File: src/hw/tmc_defines.svh
// register offsets, field positions, codes and reset values of the timer block
// assumes byte addresses on a 32-bit bus, one aligned word per register
`ifndef TMC_DEFINES_SVH
`define TMC_DEFINES_SVH

// global registers
`define TMC_OFS_RUN 8'h00
`define TMC_OFS_BUFCTL 8'h04
// channel windows
`define TMC_OFS_CHAN_A 8'h10
`define TMC_OFS_CHAN_B 8'h30
`define TMC_CHAN_SPAN 8'h1C
// offsets inside a channel window
`define TMC_OFS_MODE 8'h00
`define TMC_OFS_TOGGLE 8'h04
`define TMC_OFS_LOW 8'h08
`define TMC_OFS_PERIOD 8'h0C
`define TMC_OFS_CAPTURE_FIRST_A 8'h10
`define TMC_OFS_CAPTURE_SECOND_A 8'h14
`define TMC_OFS_COUNT 8'h18

// field positions
`define TMC_RUN_PRESC_BIT 7
`define TMC_MODE_SRC_LSB 0
`define TMC_MODE_CLE_BIT 2
`define TMC_MODE_CAPSEL_LSB 3
`define TMC_MODE_SWCAP_BIT 5
`define TMC_TOG_CMD_LSB 0
`define TMC_TOG_EN_LSB 2
`define TMC_TOG_AUXCMD_LSB 6
`define TMC_TOG_AUXEN_LSB 8

// codes
`define TMC_TFF_INV 2'b00
`define TMC_TFF_SET 2'b01
`define TMC_TFF_CLR 2'b10
`define TMC_TFF_HOLD 2'b11
`define TMC_SRC_EXT 2'b00
`define TMC_CAP_OFF 2'b00
`define TMC_CAP_RISE 2'b01
`define TMC_CAP_PULSE 2'b10
`define TMC_CAP_TFF 2'b11

// reset values
`define TMC_RST_SRC 2'b00
`define TMC_RST_CAPSEL 2'b00
`define TMC_RST_CLE 1'b0
`define TMC_RST_DBUF 2'b00
`define TMC_RST_WORD16 16'h0000
`define TMC_RST_TFF 1'b0

`endif

File: src/hw/README_NONE.sv
`default_nettype none
`default_nettype wire

File: src/hw/tmc_pkg.sv
// types shared by the timer top and its toggle flip-flops
// assumes tmc_defines.svh for all numeric values
`default_nettype none
package tmc_pkg;
    typedef enum logic [0:0] {BUS_IDLE = 1'b0, BUS_RDWAIT = 1'b1} tmc_bus_st_t;
    typedef struct packed {
        logic [1:0] src;
        logic cle;
        logic [1:0] capsel;
        logic [3:0] ten;
        logic [1:0] auxen;
        logic [15:0] low;
        logic [15:0] lbuf;
        logic [15:0] period;
        logic [15:0] capture_first_a;
        logic [15:0] capture_second_a;
        logic [15:0] cnt;
    } tmc_chan_t;
    typedef struct packed {
        tmc_chan_t [1:0] ch;
        logic [1:0] run;
        logic presc_run;
        logic [1:0] dbuf;
        logic [4:0] sync1;
        logic [4:0] sync2;
        logic [4:0] prev;
        tmc_bus_st_t bst;
        logic [7:0] addr;
        logic wr_pend;
        logic [31:0] rdata;
        logic ready;
        logic [1:0] ev_low;
        logic [1:0] ev_per;
        logic [1:0] ev_capture_first_a;
        logic [1:0] ev_capture_second_a;
        logic [1:0] ev_edge;
        logic [2:0] cmd_we;
        logic [2:0][1:0] cmd;
    } tmc_state_t;
    typedef struct packed {
        logic q;
    } tmc_tff_state_t;
endpackage
`default_nettype wire

File: src/hw/tmc_tff_if.sv
// carrier between the timer top and one toggle flip-flop
// assumes one clock; all members are driven on that clock
`default_nettype none
interface tmc_tff_if;
    logic [3:0] src;
    logic [3:0] en;
    logic cmd_we;
    logic [1:0] cmd;
    logic q;
    modport ctl (output src, output en, output cmd_we, output cmd, input q);
    modport ff (input src, input en, input cmd_we, input cmd, output q);
endinterface
`default_nettype wire

File: src/hw/tmc_tff.sv
// toggle flip-flop with four gated invert sources and a command port
// assumes source and command pulses are one cycle long, same clock
`include "tmc_defines.svh"
`default_nettype none
module tmc_tff (
    // clock and reset
    input wire logic clock_i,
    input wire logic rst_b_i,
    // control and state
    tmc_tff_if.ff tff
);
    tmc_pkg::tmc_tff_state_t s_q;
    tmc_pkg::tmc_tff_state_t s_d;
    logic ev;

    always_comb begin
        s_d = s_q;
        ev = |(tff.src & tff.en);
        if (tff.cmd_we) begin
            unique case (tff.cmd)
                `TMC_TFF_INV: s_d.q = ~s_q.q ^ ev;
                `TMC_TFF_SET: s_d.q = 1'b1;
                `TMC_TFF_CLR: s_d.q = 1'b0;
                `TMC_TFF_HOLD: s_d.q = s_q.q ^ ev;
            endcase
        end else begin
            s_d.q = s_q.q ^ ev;
        end
    end

    always_ff @(posedge clock_i) begin
        if (!rst_b_i) begin
            s_q.q <= `TMC_RST_TFF;
        end else begin
            s_q <= s_d;
        end
    end

    assign tff.q = s_q.q;
endmodule
`default_nettype wire

File: src/hw/tmc_top.sv
// dual 16-bit timer/event counter with capture and compare, AHB-Lite slave
// assumes prescaler taps arrive as one-cycle pulses on clock_i; pins are async
`include "tmc_defines.svh"
`default_nettype none
module tmc_top (
    // clock and reset
    input wire logic clock_i,
    input wire logic rst_b_i,
    // ahb-lite slave
    input wire logic hsel_i,
    input wire logic [31:0] haddr_i,
    input wire logic [1:0] htrans_i,
    input wire logic hwrite_i,
    input wire logic [2:0] hsize_i,
    input wire logic [31:0] hwdata_i,
    input wire logic hready_i,
    output logic [31:0] hrdata_o,
    output logic hreadyout_o,
    output logic hresp_o,
    // prescaler
    input wire logic [2:0] prescale_tick_i,
    output logic prescaler_run_o,
    // external pins
    input wire logic ext_input_a0_i,
    input wire logic ext_input_a1_i,
    input wire logic ext_input_b0_i,
    input wire logic ext_input_b1_i,
    input wire logic ext_tff_i,
    // toggle outputs
    output logic toggle_out_a_o,
    output logic toggle_out_aux_o,
    output logic toggle_out_b_o,
    // interrupt requests
    output logic low_match_irq_a_o,
    output logic period_match_irq_a_o,
    output logic low_match_irq_b_o,
    output logic period_match_irq_b_o,
    output logic ext_edge_irq_a_o,
    output logic ext_edge_irq_b_o
);
    tmc_pkg::tmc_state_t s_q;
    tmc_pkg::tmc_state_t s_d;

    tmc_tff_if tif_a ();
    tmc_tff_if tif_aux ();
    tmc_tff_if tif_b ();

    // channel window hit: {hit, relative offset}
    function automatic logic [8:0] chan_rel(input logic [7:0] a, input logic [7:0] base);
        logic [7:0] r;
        r = a - base;
        chan_rel = {(a >= base) && (r <= `TMC_CHAN_SPAN), r};
    endfunction

    // internal count tick from the selected prescaler tap
    function automatic logic presc_pick(input logic [2:0] t, input logic [1:0] sel);
        logic p;
        p = 1'b0;
        unique case (sel)
            2'b01: p = t[0];
            2'b10: p = t[1];
            2'b11: p = t[2];
            2'b00: p = 1'b0;
        endcase
        presc_pick = p;
    endfunction

    function automatic logic [7:0] chan_base(input int i);
        chan_base = (i == 0) ? `TMC_OFS_CHAN_A : `TMC_OFS_CHAN_B;
    endfunction

    // register read view
    function automatic logic [31:0] reg_read(input tmc_pkg::tmc_state_t st, input logic [7:0] a);
        logic [31:0] v;
        logic [8:0] h;
        v = 32'h0000_0000;
        if (a == `TMC_OFS_RUN) begin
            v[1:0] = st.run;
            v[`TMC_RUN_PRESC_BIT] = st.presc_run;
        end
        if (a == `TMC_OFS_BUFCTL) begin
            v[1:0] = st.dbuf;
        end
        for (int i = 0; i < 2; i++) begin
            h = chan_rel(a, chan_base(i));
            if (h[8]) begin
                unique case (h[7:0])
                    `TMC_OFS_MODE: begin
                        v[`TMC_MODE_SRC_LSB +: 2] = st.ch[i].src;
                        v[`TMC_MODE_CLE_BIT] = st.ch[i].cle;
                        v[`TMC_MODE_CAPSEL_LSB +: 2] = st.ch[i].capsel;
                        v[`TMC_MODE_SWCAP_BIT] = 1'b1;
                    end
                    `TMC_OFS_TOGGLE: begin
                        v[`TMC_TOG_CMD_LSB +: 2] = `TMC_TFF_HOLD;
                        v[`TMC_TOG_EN_LSB +: 4] = st.ch[i].ten;
                        if (i == 0) begin
                            v[`TMC_TOG_AUXCMD_LSB +: 2] = `TMC_TFF_HOLD;
                            v[`TMC_TOG_AUXEN_LSB +: 2] = st.ch[i].auxen;
                        end
                    end
                    `TMC_OFS_LOW: v[15:0] = st.ch[i].low;
                    `TMC_OFS_PERIOD: v[15:0] = st.ch[i].period;
                    `TMC_OFS_CAPTURE_FIRST_A: v[15:0] = st.ch[i].capture_first_a;
                    `TMC_OFS_CAPTURE_SECOND_A: v[15:0] = st.ch[i].capture_second_a;
                    `TMC_OFS_COUNT: v[15:0] = st.ch[i].cnt;
                    default: v = 32'h0000_0000;
                endcase
            end
        end
        reg_read = v;
    endfunction

    always_comb begin
        logic [4:0] rise;
        logic [4:0] fall;
        logic tick;
        logic [15:0] cnt_n;
        logic [8:0] h;
        logic [31:0] w;
        logic capture_first_a_ev;
        logic capture_second_a_ev;
        logic [1:0] sel;
        rise = 5'h00;
        fall = 5'h00;
        tick = 1'b0;
        cnt_n = 16'h0000;
        h = 9'h000;
        w = hwdata_i;
        capture_first_a_ev = 1'b0;
        capture_second_a_ev = 1'b0;
        sel = 2'b00;
        s_d = s_q;

        // pin synchronisers and edge detect
        s_d.sync1 = {ext_tff_i, ext_input_b1_i, ext_input_b0_i, ext_input_a1_i, ext_input_a0_i};
        s_d.sync2 = s_q.sync1;
        s_d.prev = s_q.sync2;
        rise = s_q.sync2 & ~s_q.prev;
        fall = ~s_q.sync2 & s_q.prev;

        // one-cycle pulses
        s_d.wr_pend = 1'b0;
        s_d.cmd_we = 3'b000;
        s_d.ev_low = 2'b00;
        s_d.ev_per = 2'b00;
        s_d.ev_capture_first_a = 2'b00;
        s_d.ev_capture_second_a = 2'b00;
        s_d.ev_edge = 2'b00;

        // bus address phase and read wait state
        if (s_q.bst == tmc_pkg::BUS_RDWAIT) begin
            s_d.rdata = reg_read(s_q, s_q.addr);
            s_d.ready = 1'b1;
            s_d.bst = tmc_pkg::BUS_IDLE;
        end else if (hsel_i && hready_i && htrans_i[1]) begin
            s_d.addr = haddr_i[7:0];
            if (hwrite_i) begin
                s_d.wr_pend = 1'b1;
            end else begin
                s_d.ready = 1'b0;
                s_d.bst = tmc_pkg::BUS_RDWAIT;
            end
        end

        // global register writes
        if (s_q.wr_pend && s_q.addr == `TMC_OFS_RUN) begin
            s_d.run = w[1:0];
            s_d.presc_run = w[`TMC_RUN_PRESC_BIT];
        end
        if (s_q.wr_pend && s_q.addr == `TMC_OFS_BUFCTL) begin
            s_d.dbuf = w[1:0];
        end

        // both channels share this code; nothing crosses between them
        for (int i = 0; i < 2; i++) begin
            sel = s_q.ch[i].capsel;
            if (s_q.ch[i].src == `TMC_SRC_EXT) begin
                tick = rise[2*i];
            end else begin
                tick = s_q.presc_run && presc_pick(prescale_tick_i, s_q.ch[i].src);
            end

            // counter: stopped means cleared
            if (!s_q.run[i]) begin
                cnt_n = 16'h0000;
                tick = 1'b0;
            end else if (tick && s_q.ch[i].cle && s_q.ch[i].cnt == s_q.ch[i].period) begin
                cnt_n = 16'h0000;
            end else if (tick) begin
                cnt_n = s_q.ch[i].cnt + 16'h0001;
            end else begin
                cnt_n = s_q.ch[i].cnt;
            end
            s_d.ch[i].cnt = cnt_n;

            // comparators
            s_d.ev_low[i] = tick && (cnt_n == s_q.ch[i].low);
            s_d.ev_per[i] = tick && (cnt_n == s_q.ch[i].period);
            if (s_d.ev_per[i] && s_q.dbuf[i]) begin
                s_d.ch[i].low = s_q.ch[i].lbuf;
            end

            // capture control
            capture_first_a_ev = ((sel == `TMC_CAP_RISE || sel == `TMC_CAP_PULSE) && rise[2*i])
                || (sel == `TMC_CAP_TFF && rise[4]);
            capture_second_a_ev = (sel == `TMC_CAP_RISE && rise[2*i+1])
                || (sel == `TMC_CAP_PULSE && fall[2*i])
                || (sel == `TMC_CAP_TFF && fall[4]);
            s_d.ev_edge[i] = (sel == `TMC_CAP_PULSE) ? fall[2*i] : rise[2*i];

            // channel register writes
            h = chan_rel(s_q.addr, chan_base(i));
            if (s_q.wr_pend && h[8]) begin
                unique case (h[7:0])
                    `TMC_OFS_MODE: begin
                        s_d.ch[i].src = w[`TMC_MODE_SRC_LSB +: 2];
                        s_d.ch[i].cle = w[`TMC_MODE_CLE_BIT];
                        s_d.ch[i].capsel = w[`TMC_MODE_CAPSEL_LSB +: 2];
                        if (!w[`TMC_MODE_SWCAP_BIT] && s_q.presc_run) begin
                            capture_first_a_ev = 1'b1;
                        end
                    end
                    `TMC_OFS_TOGGLE: begin
                        s_d.ch[i].ten = w[`TMC_TOG_EN_LSB +: 4];
                        s_d.cmd_we[2*i] = 1'b1;
                        s_d.cmd[2*i] = w[`TMC_TOG_CMD_LSB +: 2];
                        if (i == 0) begin
                            s_d.ch[i].auxen = w[`TMC_TOG_AUXEN_LSB +: 2];
                            s_d.cmd_we[1] = 1'b1;
                            s_d.cmd[1] = w[`TMC_TOG_AUXCMD_LSB +: 2];
                        end
                    end
                    `TMC_OFS_LOW: begin
                        s_d.ch[i].lbuf = w[15:0];
                        if (!s_q.dbuf[i]) begin
                            s_d.ch[i].low = w[15:0];
                        end
                    end
                    `TMC_OFS_PERIOD: s_d.ch[i].period = w[15:0];
                    default: s_d.ch[i].period = s_d.ch[i].period;
                endcase
            end

            // capture latches take the counter before this tick
            if (capture_first_a_ev) begin
                s_d.ch[i].capture_first_a = s_q.ch[i].cnt;
            end
            if (capture_second_a_ev) begin
                s_d.ch[i].capture_second_a = s_q.ch[i].cnt;
            end
            s_d.ev_capture_first_a[i] = capture_first_a_ev;
            s_d.ev_capture_second_a[i] = capture_second_a_ev;
        end
    end

    always_ff @(posedge clock_i) begin
        if (!rst_b_i) begin
            for (int i = 0; i < 2; i++) begin
                s_q.ch[i].src <= `TMC_RST_SRC;
                s_q.ch[i].cle <= `TMC_RST_CLE;
                s_q.ch[i].capsel <= `TMC_RST_CAPSEL;
                s_q.ch[i].ten <= 4'h0;
                s_q.ch[i].auxen <= 2'h0;
                s_q.ch[i].low <= `TMC_RST_WORD16;
                s_q.ch[i].lbuf <= `TMC_RST_WORD16;
                s_q.ch[i].period <= `TMC_RST_WORD16;
                s_q.ch[i].capture_first_a <= `TMC_RST_WORD16;
                s_q.ch[i].capture_second_a <= `TMC_RST_WORD16;
                s_q.ch[i].cnt <= `TMC_RST_WORD16;
            end
            s_q.run <= 2'b00;
            s_q.presc_run <= 1'b0;
            s_q.dbuf <= `TMC_RST_DBUF;
            s_q.sync1 <= 5'h00;
            s_q.sync2 <= 5'h00;
            s_q.prev <= 5'h00;
            s_q.bst <= tmc_pkg::BUS_IDLE;
            s_q.addr <= 8'h00;
            s_q.wr_pend <= 1'b0;
            s_q.rdata <= 32'h0000_0000;
            s_q.ready <= 1'b1;
            s_q.ev_low <= 2'b00;
            s_q.ev_per <= 2'b00;
            s_q.ev_capture_first_a <= 2'b00;
            s_q.ev_capture_second_a <= 2'b00;
            s_q.ev_edge <= 2'b00;
            s_q.cmd_we <= 3'b000;
            s_q.cmd <= {3{`TMC_TFF_HOLD}};
        end else begin
            s_q <= s_d;
        end
    end

    // toggle flip-flop wiring
    assign tif_a.src = {s_q.ev_capture_second_a[0], s_q.ev_capture_first_a[0], s_q.ev_per[0], s_q.ev_low[0]};
    assign tif_a.en = s_q.ch[0].ten;
    assign tif_a.cmd_we = s_q.cmd_we[0];
    assign tif_a.cmd = s_q.cmd[0];
    assign tif_aux.src = {2'b00, s_q.ev_capture_second_a[0], s_q.ev_per[0]};
    assign tif_aux.en = {2'b00, s_q.ch[0].auxen};
    assign tif_aux.cmd_we = s_q.cmd_we[1];
    assign tif_aux.cmd = s_q.cmd[1];
    assign tif_b.src = {s_q.ev_capture_second_a[1], s_q.ev_capture_first_a[1], s_q.ev_per[1], s_q.ev_low[1]};
    assign tif_b.en = s_q.ch[1].ten;
    assign tif_b.cmd_we = s_q.cmd_we[2];
    assign tif_b.cmd = s_q.cmd[2];

    tmc_tff u_tff_a (
        .clock_i(clock_i),
        .rst_b_i(rst_b_i),
        .tff(tif_a.ff)
    );
    tmc_tff u_tff_aux (
        .clock_i(clock_i),
        .rst_b_i(rst_b_i),
        .tff(tif_aux.ff)
    );
    tmc_tff u_tff_b (
        .clock_i(clock_i),
        .rst_b_i(rst_b_i),
        .tff(tif_b.ff)
    );

    // outputs
    assign hrdata_o = s_q.rdata;
    assign hreadyout_o = s_q.ready;
    assign hresp_o = 1'b0;
    assign prescaler_run_o = s_q.presc_run;
    assign toggle_out_a_o = tif_a.q;
    assign toggle_out_aux_o = tif_aux.q;
    assign toggle_out_b_o = tif_b.q;
    assign low_match_irq_a_o = s_q.ev_low[0];
    assign period_match_irq_a_o = s_q.ev_per[0];
    assign low_match_irq_b_o = s_q.ev_low[1];
    assign period_match_irq_b_o = s_q.ev_per[1];
    assign ext_edge_irq_a_o = s_q.ev_edge[0];
    assign ext_edge_irq_b_o = s_q.ev_edge[1];
endmodule
`default_nettype wire

File: config.mk
export PLATFORM = sky130hd
export DESIGN_NAME = tmc_top
export DESIGN_NICKNAME = d
export VERILOG_FILES = /design/src/hw/README_NONE.sv /design/src/hw/tmc_pkg.sv /design/src/hw/tmc_tff_if.sv /design/src/hw/tmc_tff.sv /design/src/hw/tmc_top.sv
export VERILOG_INCLUDE_DIRS = /design/src /design/src/hw
export SDC_FILE = /design/constraint.sdc
export NUM_CORES = 1
export LEC_CHECK = 0
export BUFFER_PORTS_ARGS = -buffer_cell sky130_fd_sc_hd__buf_2
export CORE_MARGIN = 2
export CORE_UTILIZATION = 40
export CTS_BUF_LIST = sky130_fd_sc_hd__clkbuf_8
export DETAILED_ROUTE_END_ITERATION = 8
export HOLD_SLACK_MARGIN = 0.08
export PLACE_DENSITY = 0.56
export SLEW_MARGIN = 40
export SYNTH_ARGS = -nofsm -noshare
export SYNTH_HDL_FRONTEND = slang
export SYNTH_HIERARCHICAL = 1
export SYNTH_SLANG_ARGS = --single-unit
File: constraint.sdc
create_clock -name clock_i -period 4.43 [get_ports clock_i]
set_input_delay 0.2215 -clock clock_i [delete_from_list [all_inputs] [get_ports clock_i]]
set_output_delay 0.2215 -clock clock_i [all_outputs]
set_load 0.005 [all_outputs]
==> results.py <==
metrics = {
    "outcome": {
        "outcome": "complete, no violations",
    },
    "global_routing": {
        "use_met2_pct": 42.4,
        "antenna_found_initial": 1,
        "grt_use_met1_pct": 33.0,
        "grt_max_degree": 99,
        "grt-ovfl-total": 0,
        "grt_use_total_pct": 25.2,
        "first_global_vias": 13300,
        "grt_pass1_wl_um": 80500,
        "busiest_layer": "met2",
        "met3_usage_pct": 3.40,
    },
    "pwr": {
        "vdd_drop_max_uv": 235,
        "power_density_nw_per_um2": 307,
        "p_total_mw": 5.40,
        "power_leakage_nw": 6.01,
    },
    "yosys": {
        "ys_ff_latch": 280,
        "synthesis.area_um2": 15800,
        "syn_avg_cell_area_um2": 8.52,
        "yosysTopAreaCell": "dfxtp_1",
        "synth-edff-count": 0,
        "synth.top_cell.area_share_pct": 35.5,
        "syn_inst": 1851,
        "synth-seq-area-share_pct": 35.5,
        "synth_warnings": 6,
        "ys_top_cells_by_area": "dfxtp_1 (36%), nand2_1 (6.1%), mux2i_1 (5.6%)",
        "synth.most_common_cell": "dfxtp_1",
        "synthArstFlopShare_pct": 0,
        "yosys.cell_types.count": 105,
        "synth-main-ff-cell": "dfxtp_1",
        "ys_top_cells_by_count": "dfxtp_1 (280), nand2_1 (255), clkbuf_1 (103), nor2b_1 (93), mux2i_1 (89)",
    },
    "clock_network": {
        "cts_tree": "yes",
        "cts_hold_buf": 29,
        "post-cts-setup-buffer-count": 0,
        "clk_path_buf_depth": 3,
        "cts_resized": 0,
        "htreeDepth": 2,
        "ctsRootBufferMaster": "clkbuf_8",
        "clkLatencyLatePin_ps": 610,
        "clkSinkCount": 280,
        "cts_buffers": 51,
        "clk_pin_slew_worst_paths_ps": 60,
    },
    "sta": {
        "drv_slew": 0,
        "tns_ps": 0,
        "hold_ws_ps": 124,
        "fmax_mhz": 261,
        "fin_crit_ps": 3840,
        "finalWorstSetupSlack_ps": 594,
        "timing_hold_violations_final": 0,
        "setup_viol": 0,
        "tightest_slew_ps": 813,
        "skew_ps": 27.1,
        "rsz0062_at_grt": "no",
        "maxSlewHeadroom_pct": 45.5,
        "period_share_pct": 86.6,
    },
    "die": {
        "core_um2": 38800,
        "ios": 126,
        "die_w_um": 203,
        "die_h_um": 203,
        "num_rows": 72,
        "die_area_um2": 41000,
        "initial_core_util_pct": 40.6,
    },
    "cells_and_area": {
        "design_area_um2": 17600,
        "fin_nets": 1979,
        "syn_to_final_growth_pct": 11.3,
        "postLayoutCoreUtil_pct": 45.2,
        "n_antenna_cell": 0,
        "fin_cells": 2441,
        "drive_above_1_share_pct": 13.7,
    },
    "placement": {
        "place_ws_ps": 758,
        "gp_congestion": 0.926,
        "dpl.cell_count": 2319,
        "place_hpwl_um": 37000,
        "dpl_cell_area_um2": 16200,
        "portBuffers": 64,
    },
    "route": {
        "drt-total-wl_um": 53200,
        "vias": 14000,
        "first_pass_iters": 6,
        "drc": 0,
        "wl_per_cell_um": 21.8,
        "drtIter0Drc": 1194,
        "viasPerCell": 5.73,
        "ant_nets": 0,
    },
    "worst_setup_path": {
        "critPathKind": "reg -> reg",
        "crit_path_start": "s_q[58]",
        "reg2reg_slack_ps": 590,
        "reg2reg_depth": 10,
        "cp-endpoint": "hrdata_o[12]",
        "crit_required_ps": 4990,
        "cp_data_arrival_time_ps": 4390,
        "r2r-start": "s_q[58]",
        "crit_fanout": 12,
        "reg2reg_to": "hrdata_o[12]",
        "crit_path_end_kind": "flop",
        "cp-start-kind": "flop",
    },
    "worst_hold_path": {
        "min_path_type": "in -> reg",
    },
    "flow_run": {
        "maxCapViolCount": 0,
    },
}
==> cells by family (layout without fill, tap and decap cells) <==
| logic type | after synthesis | count (layout) | synth area share, % |
|---|---|---|---|
| simple gates | 718 | 718 | 24.2 |
| other cells | 1 | 21 | 0.0238 |
| buf+inv | 234 | 286 | 8.01 |
| xor+xnor | 82 | 82 | 4.91 |
| flops | 280 | 280 | 35.5 |
| compound gates | 431 | 431 | 20.4 |
| mux | 91 | 91 | 5.79 |
| fa+ha+maj | 14 | 14 | 1.11 |
==> cell type report <==
class                      count  area (um2)
clock buffer                  65         895
clock inverter                28         204
fill                        3861       21300
inverter                      52         195
multi-input combinational   1357        9040
sequential                   280        5610
tap                          518         648
timing repair buffer         141         977
==> routing by layer <==
layer / vias up / routed length (um)
li1: 6649 / -
met1: 6818 / 23300
met2: 438 / 25300
met3: 91 / 2870
met4: 0 / 1710
met5: - / 0
==> where the power goes <==
group	internal (mW)	total (mW)	switching, mW
registers	2.53	2.54	0.0121
clock network	1.49	2.64	1.14
logic	0.0834	0.220	0.136
total	4.11	5.40	1.29
==> how the worst min path moves through the flow <==
stage	start	to	slack (ps)	cells after the start
finish	hwdata_i[3]	s_q[240]	120	3
global route	hwdata_i[3]	tif_a.en[1]	120	3
CTS	rst_b_i	tif_aux.cmd[0]	80	2
detailed placement	hwrite_i	s_q[61]	420	2
global placement	hwrite_i	s_q[61]	410	2
floorplan	hwrite_i	s_q[61]	300	1
==> cells in the final DEF (no fill, tap or decap), types with 48 or more instances in the layout <==
cell,Yosys,layout
nand3_1,48,48
nor2_1,85,85
o21ai_0,54,54
xnor2_1,62,62
buf_2,15,63
a21boi_0,70,70
buf_4,35,48
nand2_1,255,255
nor2b_1,93,93
a22oi_1,50,50
clkbuf_8,13,65
mux2i_1,89,89
dfxtp_1,280,280
inv_1,52,69
==> state kept, by name, indices dropped and copies added (netlist names), 2 cells and up <==
signal,cells
tif_a.cmd,2
s_d,10
tif_b.cmd,2
tif_b.en,4
tif_aux.cmd,2
hrdata_o,16
tif_a.en,4
s_q,229
==> worst max-delay path: stages (launching register included) <==
cell      delay, ps
dfxtp_1         490
inv_1           140
ha_1            230
o41ai_1         670
nand2_1         420
o21ai_0         260
nand4b_1        400
a31oi_1         780
a21oi_1         140
nand2_1         110
o211a_1         130
No activity file was read; power rests on OpenSTA's default activity.
